## src/psr_consts.vh

```
`ifndef PSR_CONSTS_VH
`define PSR_CONSTS_VH

// Register indices on the request port.
`define PSR_IDX_TEMP 4'h0
`define PSR_IDX_CHANNEL1_COMPENSATED_FIELD 4'h1
`define PSR_IDX_CHANNEL2_COMPENSATED_FIELD 4'h2
`define PSR_IDX_CH1_CORR 4'h3
`define PSR_IDX_CH2_CORR 4'h4
`define PSR_IDX_POSITION 4'h5
`define PSR_IDX_OUTVAL 4'h6
`define PSR_IDX_AMPLITUDE 4'h7
`define PSR_IDX_FAULT 4'h8
`define PSR_IDX_PROG_FAULT 4'h9
`define PSR_IDX_MAKER1 4'ha
`define PSR_IDX_MAKER2 4'hb
`define PSR_IDX_USER1 4'hc
`define PSR_IDX_USER2 4'hd
`define PSR_IDX_LOCK 4'he

// Fault word field positions.
`define PSR_FB_VREG_LOW 12
`define PSR_FB_ADC_STUCK 11
`define PSR_FB_CLAMP_HI 9
`define PSR_FB_CLAMP_LO 8
`define PSR_FB_CH1_CLIP 7
`define PSR_FB_CH2_CLIP 6
`define PSR_FB_DSP 5
`define PSR_FB_NVM 4
`define PSR_FB_ROM 3
`define PSR_FB_TEMP 2
`define PSR_FB_MAG_HI 1
`define PSR_FB_MAG_LO 0

// Programming fault word field positions.
`define PSR_PB_PUMP 10
`define PSR_PB_SUPPLY 9

// Reset values and code limits.
`define PSR_RST_WORD 16'h0000
`define PSR_CODE_MAX 16'h7fff

// Amplitude scale of 1.6, as 205/128.
`define PSR_AMP_MUL 8'hcd
`define PSR_AMP_SHIFT 7

// Nonvolatile cell programming time.
`define PSR_CLK_MHZ 25
`define PSR_PROG_TIME_US 8
`define PSR_PROG_CYCLES (`PSR_PROG_TIME_US * `PSR_CLK_MHZ)

`endif

```

## src/psr_amplitude.v

```verilog
`timescale 1ns/1ns
`include "psr_consts.vh"

module psr_amplitude (
  // Clock and reset.
  input wire clk_i,
  input wire rst_i,
  // Operands.
  input wire start_i,
  input wire scale_i,
  input wire signed [15:0] a_i,
  input wire signed [15:0] b_i,
  // Result.
  output reg done_o,
  output reg [15:0] amp_o
);

  reg [31:0] rem_q;
  reg [31:0] root_q;
  reg [31:0] bit_q;
  reg busy_q;
  reg scale_q;
  wire [31:0] sq_a;
  wire [31:0] sq_b;
  wire [31:0] trial;
  wire [31:0] nxt;
  wire [24:0] scaled;
  wire [16:0] res;

  // Squares of the magnitudes, sum fits 32 bits.
  // Operands are sign-extended first so the product keeps all 32 bits.
  assign sq_a = {{16{a_i[15]}}, a_i} * {{16{a_i[15]}}, a_i};
  assign sq_b = {{16{b_i[15]}}, b_i} * {{16{b_i[15]}}, b_i};
  // The partial root needs the full width while the trial bit is high.
  assign trial = root_q + bit_q;
  // Next root value is taken before the final shift so it is ready on done.
  assign nxt = (rem_q >= trial) ? (root_q >> 1) + bit_q : (root_q >> 1);
  // After the last step the root fits 17 bits.
  assign res = nxt[16:0];
  assign scaled = res * `PSR_AMP_MUL;

  // Bitwise square root, one result bit each cycle.
  always @(posedge clk_i) begin
    if (rst_i) begin
      rem_q <= 32'h00000000;
      root_q <= 32'h00000000;
      bit_q <= 32'h00000000;
      busy_q <= 1'b0;
      scale_q <= 1'b0;
      done_o <= 1'b0;
      amp_o <= `PSR_RST_WORD;
    end else begin
      done_o <= 1'b0;
      if (!busy_q && start_i) begin
        rem_q <= sq_a + sq_b;
        root_q <= 32'h00000000;
        bit_q <= 32'h40000000;
        busy_q <= 1'b1;
        scale_q <= scale_i;
      end else if (busy_q) begin
        if (rem_q >= trial) begin
          rem_q <= rem_q - trial;
          root_q <= (root_q >> 1) + bit_q;
        end else begin
          root_q <= root_q >> 1;
        end
        bit_q <= bit_q >> 2;
        if (bit_q == 32'h00000001) begin
          busy_q <= 1'b0;
          done_o <= 1'b1;
          // With both offset selects off, the root is scaled by 1.6.
          if (scale_q) begin
            amp_o <= (scaled[24:`PSR_AMP_SHIFT] > 18'h0ffff) ? 16'hffff :
                     scaled[22:`PSR_AMP_SHIFT];
          end else begin
            amp_o <= res[16] ? 16'hffff : res[15:0];
          end
        end
      end
    end
  end

endmodule // psr_amplitude

```

## src/psr_faults.v

```verilog
`timescale 1ns/1ns
`include "psr_consts.vh"

module psr_faults (
  // Clock and reset.
  input wire clk_i,
  input wire rst_i,
  // Monitor levels.
  input wire vreg_low_i,
  input wire adc_stuck_i,
  input wire ch1_clip_i,
  input wire ch2_clip_i,
  input wire dsp_fail_i,
  input wire nvm_fail_i,
  input wire [16:0] rom_word_i,
  input wire rom_valid_i,
  input wire temp_valid_i,
  // Values checked here.
  input wire [15:0] outval_i,
  input wire [15:0] clamp_hi_i,
  input wire [15:0] clamp_lo_i,
  input wire [15:0] amp_i,
  input wire signed [15:0] mag_hi_i,
  input wire signed [15:0] mag_lo_i,
  // Assembled fault word.
  output reg [15:0] fault_o
);

  reg rom_err_q;
  reg [15:0] w;
  wire signed [16:0] amp_s;

  assign amp_s = {1'b0, amp_i};

  // ROM parity is checked word by word and the last verdict is held.
  always @(posedge clk_i) begin
    if (rst_i) begin
      rom_err_q <= 1'b0;
    end else if (rom_valid_i) begin
      rom_err_q <= ^rom_word_i;
    end
  end

  // Fault word; unused bits stay zero.
  always @* begin
    w = `PSR_RST_WORD;
    w[`PSR_FB_VREG_LOW] = vreg_low_i;
    w[`PSR_FB_ADC_STUCK] = adc_stuck_i;
    w[`PSR_FB_CLAMP_HI] = (outval_i >= clamp_hi_i);
    w[`PSR_FB_CLAMP_LO] = (outval_i <= clamp_lo_i);
    w[`PSR_FB_CH1_CLIP] = ch1_clip_i;
    w[`PSR_FB_CH2_CLIP] = ch2_clip_i;
    w[`PSR_FB_DSP] = dsp_fail_i;
    w[`PSR_FB_NVM] = nvm_fail_i;
    w[`PSR_FB_ROM] = rom_err_q;
    w[`PSR_FB_TEMP] = !temp_valid_i;
    w[`PSR_FB_MAG_HI] = (amp_s > mag_hi_i);
    w[`PSR_FB_MAG_LO] = (amp_s < mag_lo_i);
  end

  // Registered so that a read sees one coherent snapshot.
  always @(posedge clk_i) begin
    if (rst_i) begin
      fault_o <= `PSR_RST_WORD;
    end else begin
      fault_o <= w;
    end
  end

endmodule // psr_faults

```

## src/psr_readout.v

```verilog
`timescale 1ns/1ns
`include "psr_consts.vh"

// Behaviour
// Temperature held 16 bits, codes to 32767
// Typical temperature codes 100 and 12000
// Two compensated channel fields, signed 16-bit
// Corrected channel fields feed angle computation
// Position unsigned, codes 0 to 32767
// Output value unsigned, codes 0 to 32767
// Amplitude 1.6 times root when selects zero
// Fault word, bits 15:13 and 10 zero
// Bit 12 low regulator, bit 11 stuck converter
// Bits 9 and 8 flag clamping levels
// Bits 7 and 6 flag channel clipping
// Bits 5,4,3 flag processor, memory, ROM
// Bit 2 flags invalid temperature reading
// Bits 1 and 0 flag field limits
// Programming faults bits 10 and 9 only
// Programmer checks both acknowledges
// Programmer reads programming faults on miss
// Programmer sets lock after final programming
// Reads still answered after locking
// Two read-only maker production words
// Two writable nonvolatile user words
// Measurements volatile, configuration nonvolatile
// Offset selects decide which channel offset
// Writes to measurement registers are ignored
module psr_readout #(
  parameter [15:0] MAKER_INFO_1 = 16'h1234, // Arbitrary value.
  parameter [15:0] MAKER_INFO_2 = 16'h5678, // Arbitrary value.
  parameter PROG_CYCLES = `PSR_PROG_CYCLES
) (
  // Clock and reset.
  input wire clk_i,
  input wire rst_i,
  // Register request port.
  input wire req_i,
  input wire req_write_i,
  input wire [3:0] req_addr_i,
  input wire [15:0] req_wdata_i,
  // Register answer port.
  output reg rsp_valid_o,
  output reg [15:0] rsp_rdata_o,
  output reg ack1_o,
  output reg ack2_o,
  output reg busy_o,
  // Signal processor results.
  input wire sample_i,
  input wire [15:0] temp_raw_i,
  input wire signed [15:0] channel1_compensated_field_i,
  input wire signed [15:0] channel2_compensated_field_i,
  input wire signed [15:0] ch1_gain_corr_i,
  input wire signed [15:0] ch2_gain_corr_i,
  input wire [15:0] position_raw_i,
  input wire [15:0] outval_raw_i,
  // Configuration values.
  input wire signed [15:0] cust_offset_i,
  input wire signed [15:0] offset_select_channel1_i,
  input wire signed [15:0] offset_select_channel2_i,
  input wire [15:0] clamp_hi_i,
  input wire [15:0] clamp_lo_i,
  input wire signed [15:0] mag_hi_i,
  input wire signed [15:0] mag_lo_i,
  // Monitor levels.
  input wire vreg_low_i,
  input wire adc_stuck_i,
  input wire ch1_clip_i,
  input wire ch2_clip_i,
  input wire dsp_fail_i,
  input wire nvm_fail_i,
  input wire [16:0] rom_word_i,
  input wire rom_valid_i,
  input wire temp_valid_i,
  input wire pump_low_i,
  input wire prog_supply_low_i,
  // Status.
  output reg locked_o
);

  // Programming states: waiting, timed cell write, commit or discard.
  localparam ST_IDLE = 2'b00;
  localparam ST_PROG = 2'b01;
  localparam ST_END = 2'b10;

  // Measurement registers, volatile.
  reg [15:0] junction_temperature_q;
  reg [15:0] channel1_compensated_field_q;
  reg [15:0] channel2_compensated_field_q;
  reg [15:0] channel1_corrected_field_q;
  reg [15:0] channel2_corrected_field_q;
  reg [15:0] computed_position_q;
  reg [15:0] output_value_q;
  reg [15:0] programming_fault_flags_q;
  // Nonvolatile user words and lock.
  reg [15:0] user_info_q [0:1];
  reg lock_q;
  // Programming sequence.
  reg [1:0] state_q;
  reg [1:0] state_d;
  reg [15:0] cnt_q;
  reg tgt_lock_q;
  reg tgt_sel_q;
  reg [15:0] tgt_data_q;
  reg amp_start_q;
  // Read path.
  reg [15:0] rd_mux;
  wire [15:0] field_amplitude;
  wire [15:0] fault_flags;
  wire prog_start;
  wire signed [15:0] corr1;
  wire signed [15:0] corr2;
  wire sel_off;
  wire id_write;
  wire lock_write;
  wire accept;

  // Limit an unsigned code to the 15-bit range.
  // Codes above 32767 are never shown in the temperature, position and output value words.
  function [15:0] clip15;
    input [15:0] v;
    begin
      clip15 = (v > `PSR_CODE_MAX) ? `PSR_CODE_MAX : v;
    end
  endfunction

  // Saturating signed add of an optional offset.
  function [15:0] add_sat;
    input [15:0] a;
    input [15:0] b;
    input en;
    reg [16:0] s;
    begin
      s = {a[15], a} + (en ? {b[15], b} : 17'h00000);
      if (s[16] != s[15]) begin
        add_sat = s[16] ? 16'h8000 : 16'h7fff;
      end else begin
        add_sat = s[15:0];
      end
    end
  endfunction

  // True for the two writable user word indices.
  function is_user;
    input [3:0] idx;
    begin
      is_user = (idx == `PSR_IDX_USER1) || (idx == `PSR_IDX_USER2);
    end
  endfunction

  // Offset joins a channel only where its select is nonzero.
  assign corr1 = add_sat(ch1_gain_corr_i, cust_offset_i,
                         offset_select_channel1_i != 16'h0000);
  assign corr2 = add_sat(ch2_gain_corr_i, cust_offset_i,
                         offset_select_channel2_i != 16'h0000);
  assign sel_off = (offset_select_channel1_i == 16'h0000) &&
                   (offset_select_channel2_i == 16'h0000);

  // Request classification; programming blocks new requests.
  // A request that meets busy_o high is dropped without any answer, so
  // the programmer has to wait for busy_o to fall before the next one.
  // Once locked, user and lock writes fall back to a plain answer.
  assign accept = req_i && !busy_o;
  assign id_write = accept && req_write_i && !lock_q &&
                    is_user(req_addr_i);
  assign lock_write = accept && req_write_i && !lock_q &&
                      (req_addr_i == `PSR_IDX_LOCK) && req_wdata_i[0];
  assign prog_start = id_write || lock_write;

  // Measurement capture on each processor result; bus writes never land.
  // The amplitude engine starts one cycle later from these registers, so
  // its result matches the fields that a read returns only after its 16 root steps finish.
  always @(posedge clk_i) begin
    if (rst_i) begin
      junction_temperature_q <= `PSR_RST_WORD;
      channel1_compensated_field_q <= `PSR_RST_WORD;
      channel2_compensated_field_q <= `PSR_RST_WORD;
      channel1_corrected_field_q <= `PSR_RST_WORD;
      channel2_corrected_field_q <= `PSR_RST_WORD;
      computed_position_q <= `PSR_RST_WORD;
      output_value_q <= `PSR_RST_WORD;
      amp_start_q <= 1'b0;
    end else begin
      amp_start_q <= sample_i;
      if (sample_i) begin
        junction_temperature_q <= clip15(temp_raw_i);
        channel1_compensated_field_q <= channel1_compensated_field_i;
        channel2_compensated_field_q <= channel2_compensated_field_i;
        channel1_corrected_field_q <= corr1;
        channel2_corrected_field_q <= corr2;
        computed_position_q <= clip15(position_raw_i);
        output_value_q <= clip15(outval_raw_i);
      end
    end
  end

  // Amplitude from the captured corrected fields.
  // Its done pulse is not needed: reads simply see the last result.
  psr_amplitude u_amp (
    .clk_i(clk_i),
    .rst_i(rst_i),
    .start_i(amp_start_q),
    .scale_i(sel_off),
    .a_i(channel1_corrected_field_q),
    .b_i(channel2_corrected_field_q),
    .done_o(),
    .amp_o(field_amplitude)
  );

  // Fault word assembly.
  psr_faults u_faults (
    .clk_i(clk_i),
    .rst_i(rst_i),
    .vreg_low_i(vreg_low_i),
    .adc_stuck_i(adc_stuck_i),
    .ch1_clip_i(ch1_clip_i),
    .ch2_clip_i(ch2_clip_i),
    .dsp_fail_i(dsp_fail_i),
    .nvm_fail_i(nvm_fail_i),
    .rom_word_i(rom_word_i),
    .rom_valid_i(rom_valid_i),
    .temp_valid_i(temp_valid_i),
    .outval_i(output_value_q),
    .clamp_hi_i(clamp_hi_i),
    .clamp_lo_i(clamp_lo_i),
    .amp_i(field_amplitude),
    .mag_hi_i(mag_hi_i),
    .mag_lo_i(mag_lo_i),
    .fault_o(fault_flags)
  );

  // Read selection; lock has no effect on reads.
  // Amplitude and fault word come straight from their own registers.
  always @* begin
    case (req_addr_i)
      `PSR_IDX_TEMP: rd_mux = junction_temperature_q;
      `PSR_IDX_CHANNEL1_COMPENSATED_FIELD: rd_mux = channel1_compensated_field_q;
      `PSR_IDX_CHANNEL2_COMPENSATED_FIELD: rd_mux = channel2_compensated_field_q;
      `PSR_IDX_CH1_CORR: rd_mux = channel1_corrected_field_q;
      `PSR_IDX_CH2_CORR: rd_mux = channel2_corrected_field_q;
      `PSR_IDX_POSITION: rd_mux = computed_position_q;
      `PSR_IDX_OUTVAL: rd_mux = output_value_q;
      `PSR_IDX_AMPLITUDE: rd_mux = field_amplitude;
      `PSR_IDX_FAULT: rd_mux = fault_flags;
      `PSR_IDX_PROG_FAULT: rd_mux = programming_fault_flags_q;
      `PSR_IDX_MAKER1: rd_mux = MAKER_INFO_1;
      `PSR_IDX_MAKER2: rd_mux = MAKER_INFO_2;
      `PSR_IDX_USER1: rd_mux = user_info_q[0];
      `PSR_IDX_USER2: rd_mux = user_info_q[1];
      `PSR_IDX_LOCK: rd_mux = {15'h0000, lock_q};
      default: rd_mux = `PSR_RST_WORD;
    endcase
  end

  // Every accepted request is answered one cycle later.
  // Read data changes only on reads, so a write answer keeps the last
  // word read on the data output.
  always @(posedge clk_i) begin
    if (rst_i) begin
      rsp_valid_o <= 1'b0;
      rsp_rdata_o <= `PSR_RST_WORD;
      ack1_o <= 1'b0;
    end else begin
      rsp_valid_o <= accept;
      ack1_o <= prog_start;
      if (accept && !req_write_i) begin
        rsp_rdata_o <= rd_mux;
      end
    end
  end

  // Programming sequence state.
  always @* begin
    case (state_q)
      ST_IDLE: state_d = prog_start ? ST_PROG : ST_IDLE;
      ST_PROG: state_d = (cnt_q == 16'h0000) ? ST_END : ST_PROG;
      ST_END: state_d = ST_IDLE;
      default: state_d = ST_IDLE;
    endcase
  end

  // Timed programming of a nonvolatile word with fault capture.
  // The word is committed only at the end, so a supply dip anywhere in
  // the write window leaves the old contents in place.
  always @(posedge clk_i) begin
    if (rst_i) begin
      state_q <= ST_IDLE;
      cnt_q <= 16'h0000;
      tgt_lock_q <= 1'b0;
      tgt_sel_q <= 1'b0;
      tgt_data_q <= `PSR_RST_WORD;
      programming_fault_flags_q <= `PSR_RST_WORD;
      user_info_q[0] <= `PSR_RST_WORD;
      user_info_q[1] <= `PSR_RST_WORD;
      lock_q <= 1'b0;
      ack2_o <= 1'b0;
      busy_o <= 1'b0;
      locked_o <= 1'b0;
    end else begin
      state_q <= state_d;
      ack2_o <= 1'b0;
      locked_o <= lock_q;
      // Busy falls together with the second acknowledge.
      busy_o <= (state_d != ST_IDLE);
      case (state_q)
        ST_IDLE: begin
          if (prog_start) begin
            cnt_q <= PROG_CYCLES[15:0] - 16'h0001;
            tgt_lock_q <= lock_write;
            tgt_sel_q <= (req_addr_i == `PSR_IDX_USER2);
            tgt_data_q <= req_wdata_i;
            // A new operation starts with a clean fault word.
            programming_fault_flags_q <= `PSR_RST_WORD;
          end
        end
        ST_PROG: begin
          cnt_q <= cnt_q - 16'h0001;
          // Faults stick for the rest of the operation.
          if (pump_low_i) begin
            programming_fault_flags_q[`PSR_PB_PUMP] <= 1'b1;
          end
          if (prog_supply_low_i) begin
            programming_fault_flags_q[`PSR_PB_SUPPLY] <= 1'b1;
          end
        end
        ST_END: begin
          // Failed cells are not committed and give no second ack.
          // The fault word stays readable until the next operation.
          if (programming_fault_flags_q == `PSR_RST_WORD) begin
            ack2_o <= 1'b1;
            if (tgt_lock_q) begin
              lock_q <= 1'b1;
            end else begin
              user_info_q[tgt_sel_q] <= tgt_data_q;
            end
          end
        end
        default: begin
          cnt_q <= 16'h0000;
        end
      endcase
    end
  end

endmodule // psr_readout

```

## config.mk

```make
export PLATFORM = sky130hd
export DESIGN_NAME = psr_readout
export DESIGN_NICKNAME = d
export VERILOG_FILES = /design/src/psr_amplitude.v /design/src/psr_faults.v /design/src/psr_readout.v
export VERILOG_INCLUDE_DIRS = /design/src /design/src/src
export SDC_FILE = /design/constraint.sdc
export NUM_CORES = 2
export LEC_CHECK = 0
export BUFFER_PORTS_ARGS = -buffer_cell sky130_fd_sc_hd__buf_4
export CAP_MARGIN = 15
export CELL_PAD_IN_SITES_DETAIL_PLACEMENT = 1
export CELL_PAD_IN_SITES_GLOBAL_PLACEMENT = 1
export CORE_ASPECT_RATIO = 0.8
export CORE_MARGIN = 2
export CORE_UTILIZATION = 50
export DETAILED_ROUTE_END_ITERATION = 7
export PLACE_DENSITY = 0.84
export RECOVER_POWER = 25
export SLEW_MARGIN = 20
export SYNTH_ARGS = -nofsm -noshare
export SYNTH_HDL_FRONTEND = slang
export SYNTH_SLANG_ARGS = --single-unit
```

## constraint.sdc

```tcl
create_clock -name clk_i -period 17.52 [get_ports clk_i]
set_input_delay 0.876 -clock clk_i [delete_from_list [all_inputs] [get_ports clk_i]]
set_output_delay 0.876 -clock clk_i [all_outputs]
set_load 0.03 [all_outputs]
```

# Word level (Yosys, flattened, before mapping)
# Memory sizes are Yosys's and may differ from the RTL's.
# Cells that the tools add are included.
[totals]
inputBits = 276
reg_bits = 288
output_inout_bits = 21
mem_bits_rw = 32
memories = 1
[classes]
n_mux = 42
order_cmp = 9
add_sub_neg = 7
n_bitwise = 2
reduce_logical = 39
multipliers = 3
n_eq_ne = 22
[memory_table]
columns = ["memory", "words", "word_bits", "read_ports", "rd_ports_with_merged_regs", "write_ports", "line_no", "rtl"]
rows = [
  ["user_info_q", 2, 16, 2, 0, 2, "psr_readout.v:96", "reg [15:0] user_info_q [0:1];"],
]
[op_table]
columns = ["op", "n"]
rows = [
  ["$pmux W16 S15", 1],
  ["$mux W16", 12],
  ["$mux W32", 4],
  ["$logic_not A16 Y1", 4],
  ["$mul A16 B16 Y32", 2],
  ["$mux W31", 2],
  ["$gt A16 B15 Y1 const B", 3],
  ["$pmux W16 S3", 1],
  ["$add A17 B17 Y17", 2],
  ["$mux W17", 2],
  ["$add A31 B31 Y32", 1],
  ["$add A32 B31 Y32", 1],
  ["$add A32 B32 Y32", 1],
  ["$ge A32 B32 Y1", 1],
  ["$reduce_bool A16 Y1", 2],
  ["$sub A32 B32 Y32", 1],
  ["$eq A4 B4 Y1 const B", 7],
  ["$mul A17 B8 Y25 const B", 1],
  ["$gt A18 B16 Y1 const B", 1],
  ["$gt A17 B16 Y1", 1],
  ["$lt A17 B16 Y1", 1],
  ["$reduce_xor A17 Y1", 1],
  ["$eq A16 B1 Y1 const B", 1],
  ["$eq A4 B3 Y1 const B", 4],
  ["24 further kinds", 67],
]

# Depth between registers and ports, before layout
[logic_depth]
ltp_word = 10
depth_mapped = 43

# Hierarchy
# Synthesis repeated with hierarchy kept, for this count alone.
[hier_totals]
cells_unflattened = 4497
area_unflattened_um2 = 40373.7
[by_module_without_submodules]
columns = ["module", "instances", "area_per_inst_um2", "cells_each", "seq_area_each_um2"]
rows = [
  ["psr_amplitude", 1, 27256.1, 2979, 1981.9],
  ["psr_readout", 1, 11024.3, 1264, 4424.2],
  ["psr_faults", 1, 2093.3, 254, 260.2],
]

# Worst setup path before layout
# OpenSTA, ideal clock, no wires.
[synth_timing]
path_type = "register to register"
start = "reg u_amp.bit_q[2]"
end = "reg u_amp.amp_o[0]"
arrival_time_ns = 9.490
path_buffers = 3
required_ns = 17.380
slack_ns = 7.890
stages_incl_launch_ff = 41
period_less_slack_ns = 9.630
path_cell_list = "dfxtp_1 -> ha_1 -> a31oi_1 -> o21bai_1 -> a31o_2 -> a31oi_1 -> o31a_1 -> o21ba_2 -> o2bb2ai_1 -> o41ai_1 -> o21bai_1 -> xnor2_1 -> ha_1 -> nand4_1 -> nor4_1 -> and3_1 -> clkbuf_2 -> or3_1 -> [... 5 more ...] -> xor2_1 -> ha_1 -> a21o_1 -> fa_1 -> inv_1 -> fa_1 -> inv_1 -> ha_1 -> and3_1 -> a221o_1 -> a21oi_1 -> o21ai_0 -> or3_1 -> or2_2 -> a211o_1 -> a41o_4 -> o221ai_1 -> o31ai_1"
[synth_via]
elab_chain_cells = 7
word_cells_on_any_way = 11
cone_classes = "add/sub (2); mul (1); order compare (2); eq/ne (1); mux (4); reduce/logical (1)"
[synth_rtl]
columns = ["element", "line_no", "rtl"]
rows = [
  ["start: declaration", "psr_amplitude.v:20", "reg [31:0] bit_q;"],
  ["start signal: assignment", "psr_amplitude.v:67", "bit_q <= bit_q >> 2;"],
  ["$add A32 B31 Y32", "psr_amplitude.v:35", "assign trial = root_q + bit_q;"],
  ["$ge A32 B32 Y1", "psr_amplitude.v:37", "assign nxt = (rem_q >= trial) ? (root_q >> 1) + bit_q : (root_q >> 1);"],
  ["$mux W32 (*)", "n/a", ""],
  ["via u_amp.nxt[4]", "psr_amplitude.v:26", "wire [31:0] nxt;"],
  ["$mul A17 B8 Y25 (no source line) (*)", "n/a", ""],
  ["$gt A18 B16 Y1", "psr_amplitude.v:73", "amp_o <= (scaled[24:`PSR_AMP_SHIFT] > 18'h0ffff) ? 16'hffff :"],
  ["$mux W16 (*)", "psr_amplitude.v:73", ""],
  ["$mux W16 (*)", "psr_amplitude.v:72", "if (scale_q) begin"],
  ["end signal: assignment", "psr_amplitude.v:51", "amp_o <= `PSR_RST_WORD;"],
  ["end signal: assignment", "psr_amplitude.v:73", ""],
  ["end signal: assignment", "psr_amplitude.v:76", "amp_o <= res[16] ? 16'hffff : res[15:0];"],
  ["end: declaration", "psr_amplitude.v:15", "output reg [15:0] amp_o"],
]
# Mark *: on every way through the listed nets, which the timed path passes. The rest lies on a longest branch.
# A chain may end at the register's enable or synchronous reset.

# Worst setup path after layout
[layout_timing]
start = "reg u_amp.bit_q[2]"
end = "reg u_amp.amp_o[5]"
# Same word-level chain as after synthesis.

==> metrics.md <==
| Metric | Value |
|---|---|
| Tcrit/Tclk final | 0.645 |
| Crit path arrival time | 11420 ps |
| Layout Skew | 23.5 ps |
| Vias in the first global route | 37900 |
| Nets | 5948 |
| Final TNS setup | 0 ps |
| Routed via count | 34000 |
| Most common cell in the netlist | inv_1 |
| CP Launch Type | flop |
| Failing checks | capacitance limit, slew limit |
| Initial antenna violation count | 9 |
| Syn Nets | 5722 |
| Status | finished, violations left |
| Sink Count | 316 |
| Fin. max-slew vios | 237 |
| Antenna-violating nets left | 0 |
| Share of the synthesized area in the top cell type | 0.279 |
| Detailed Route Iter0 Violations | 2568 |
| Die H | 257 um |
| Clock slew at reported path FFs | 60 ps |
| Power Dens Cells | 163 nW/um2 |
| Die ar. | 82300 um2 |
| CP required | 17640 ps |
| Synth top area cells | fa_1 28%, dfxtp_1 14%, ha_1 12%, inv_1 7.3%, nor2_1 3.2% |
| Drc violations | 0 |
| Synth Register Bits | 316 |
| Final Critical Period | 11300 ps |
| Synth warn | 0 |
| RePlAce Congestion | 0.991 |
| Max Freq | 88.5 MHz |
| Hold Path Class | input pin to flop |
| Mapped Cells | 4508 |
| Initial core utilization | 0.506 |
| TritonCTS Buffers | 37 |
| Number of port buffers | 296 |
| Grt ovf | 0 |
| Core box area | 79100 um2 |
| Die X | 320 um |
| RSZ-0062 raised after global routing | false |
| EDFF count, synth | 32 |
| Static leakage | 0.0214 uW |
| Mapped Area | 40000 um2 |
| Seq/Total Area, Yosys | 0.166 |
| Syn avg cell area | 8.88 um2 |
| Max_cap viols | 2 |
| Row cnt | 92 |
| FFs w/ async S/R, synth | 0 |
| Top flop regs | u_amp.rem_q (32), u_amp.root_q (32), user_info_q (32) |
| Share of post-route cells with drive strength above 1 | 0.0927 |
| Worst-Skew Late Latency | 580 ps |
| DP Worst Slack | 6710 ps |
| Most common cell on crit path | ha_1 |
| Setup Fix Bufs, Post-CTS | 0 |
| Top FF cell, synth | dfxtp_1 |
| Ports | 297 |
| Hpwl dp | 118 mm |
| Drt via density | 5.86 |
| # fillers | 9236 |
| Final hold violation count | 0 |
| Final wirelength | 144 mm |
| Post_cts resized | 0 |
| Maximum clock path buffer count | 3 |
| Relative slew slack | -3.97 |
| Post-synth cell types | 76 |
| Pre-Repair DR Iteration Count | 5 |
| Synth cell count leaders | 780 x inv_1, 557 x fa_1, 381 x ha_1, 341 x nor2_1, 338 x nand2_1 |
| Setup Crit Path Kind | flop to flop |
| Least-Margin Pin Slew | 7450 ps |
| H-tree depth | 2 |
| Worst path max stage delay | 800 ps |
| GRT Total Usage | 0.352 |
| Largest net degree at the start of global routing | 160 |
| First-pass GRT wire length | 222 mm |
| Max IR drop VDD | 0.000214 V |
| CTS tree | yes |
| Area Growth Syn to Fin | 11.4% |
| Crit path capture type | flop |
| Largest area contributor in the netlist | fa_1 |
| Worst-path fanout max | 22 |
| Worst setup margin | 6220 ps |
| CTS hold repair buffers | 0 |
| # setup viols final | 0 |
| Root Buffer | clkbuf_16 |
| DR WL/cell | 24.8 um |
| Slowest CP cell | nor3_2 |
path summary, 6_finish.rpt:
path	start	end	slack, ps	cells after the start
max	u_amp.bit_q[2]	u_amp.amp_o[5]	6220	40
min	temp_valid_i	u_faults.fault_o[2]	450	2
max reg2reg	u_amp.bit_q[2]	u_amp.amp_o[5]	6220	40
min reg2reg	rsp_rdata_o[12]	rsp_rdata_o[12]	470	2
through the flow:
step,cell area [um2],util,cells,total power [uW],hold WS [ps]
finish,44600,0.564,5800,7260,451
global route,44600,0.564,5796,7950,455
CTS,44700,0.565,5793,7280,441
detailed placement,43500,0.550,5729,6420,451
global placement,43500,0.550,5729,6150,445
floorplan,40000,-,4508,4730,431
cells by family after synthesis:
logic type,share of synthesized area
and+or+nand+nor,0.140
adders and majority gates,0.405
buffers and inverters,0.0901
AOI/OAI and AO/OA,0.136
DFF,0.166
xor gates and xnor gates,0.0449
muxes,0.0183
per-layer routing:
layer,vias to the layer above,GRT usage,wire length [um]
met5,-,0,28
met4,4,0.156,7200
met3,311,0.0508,9590
met2,1199,0.581,67600
met1,17300,0.462,59800
li1,15200,-,-
power breakdown:
group          switching, uW  internal, uW  leakage (uW)
registers               57.4           791       0.00266
logic                   3350          2270        0.0181
clock network            340           457      0.000600
total                   3750          3520        0.0214
critical path: cells and delay by family (launching register included):
| kind | cells | cell delay, ps |
|---|---|---|
| fa+ha+maj | 7 | 2530 |
| xor+xnor | 2 | 360 |
| simple gates | 6 | 2250 |
| flops | 1 | 350 |
| compound gates | 21 | 4660 |
| buf+inv | 4 | 690 |
cell usage in the layout, fill, tap and decap left out, drive strengths merged, types with 15 or more instances in the layout:
cell,n
inv,781
fa,557
ha,381
nor2,342
buf,341
nand2,338
dfxtp,284
a21oi,193
and2,168
o21ai,124
xnor2,106
xor2,99
clkbuf,77
mux2i,71
a211oi,70
a21o,67
a22oi,51
nand3,49
nor3,49
o22ai,46
nor2b,41
nand2b,40
a31oi,33
edfxtp,32
o21a,31
maj3,29
nand4,27
or3,27
nor4,24
and3,23
a22o,21
a221oi,21
o21bai,20
a311oi,19
or2,15
layout make-up:
cell class | instances | area, um2 | area share
sequential | 316 | 6650 | 0.149
multi-input combinational | 3233 | 29800 | 0.669
antenna | 7 | 17.5 | 0.000393
inverter | 782 | 2940 | 0.0658
timing repair buffer | 364 | 2650 | 0.0594
clock inverter | 10 | 151 | 0.00340
tap | 1034 | 1290 | 0.0290
clock buffer | 54 | 1070 | 0.0240
(Power assumes the default switching activity.)
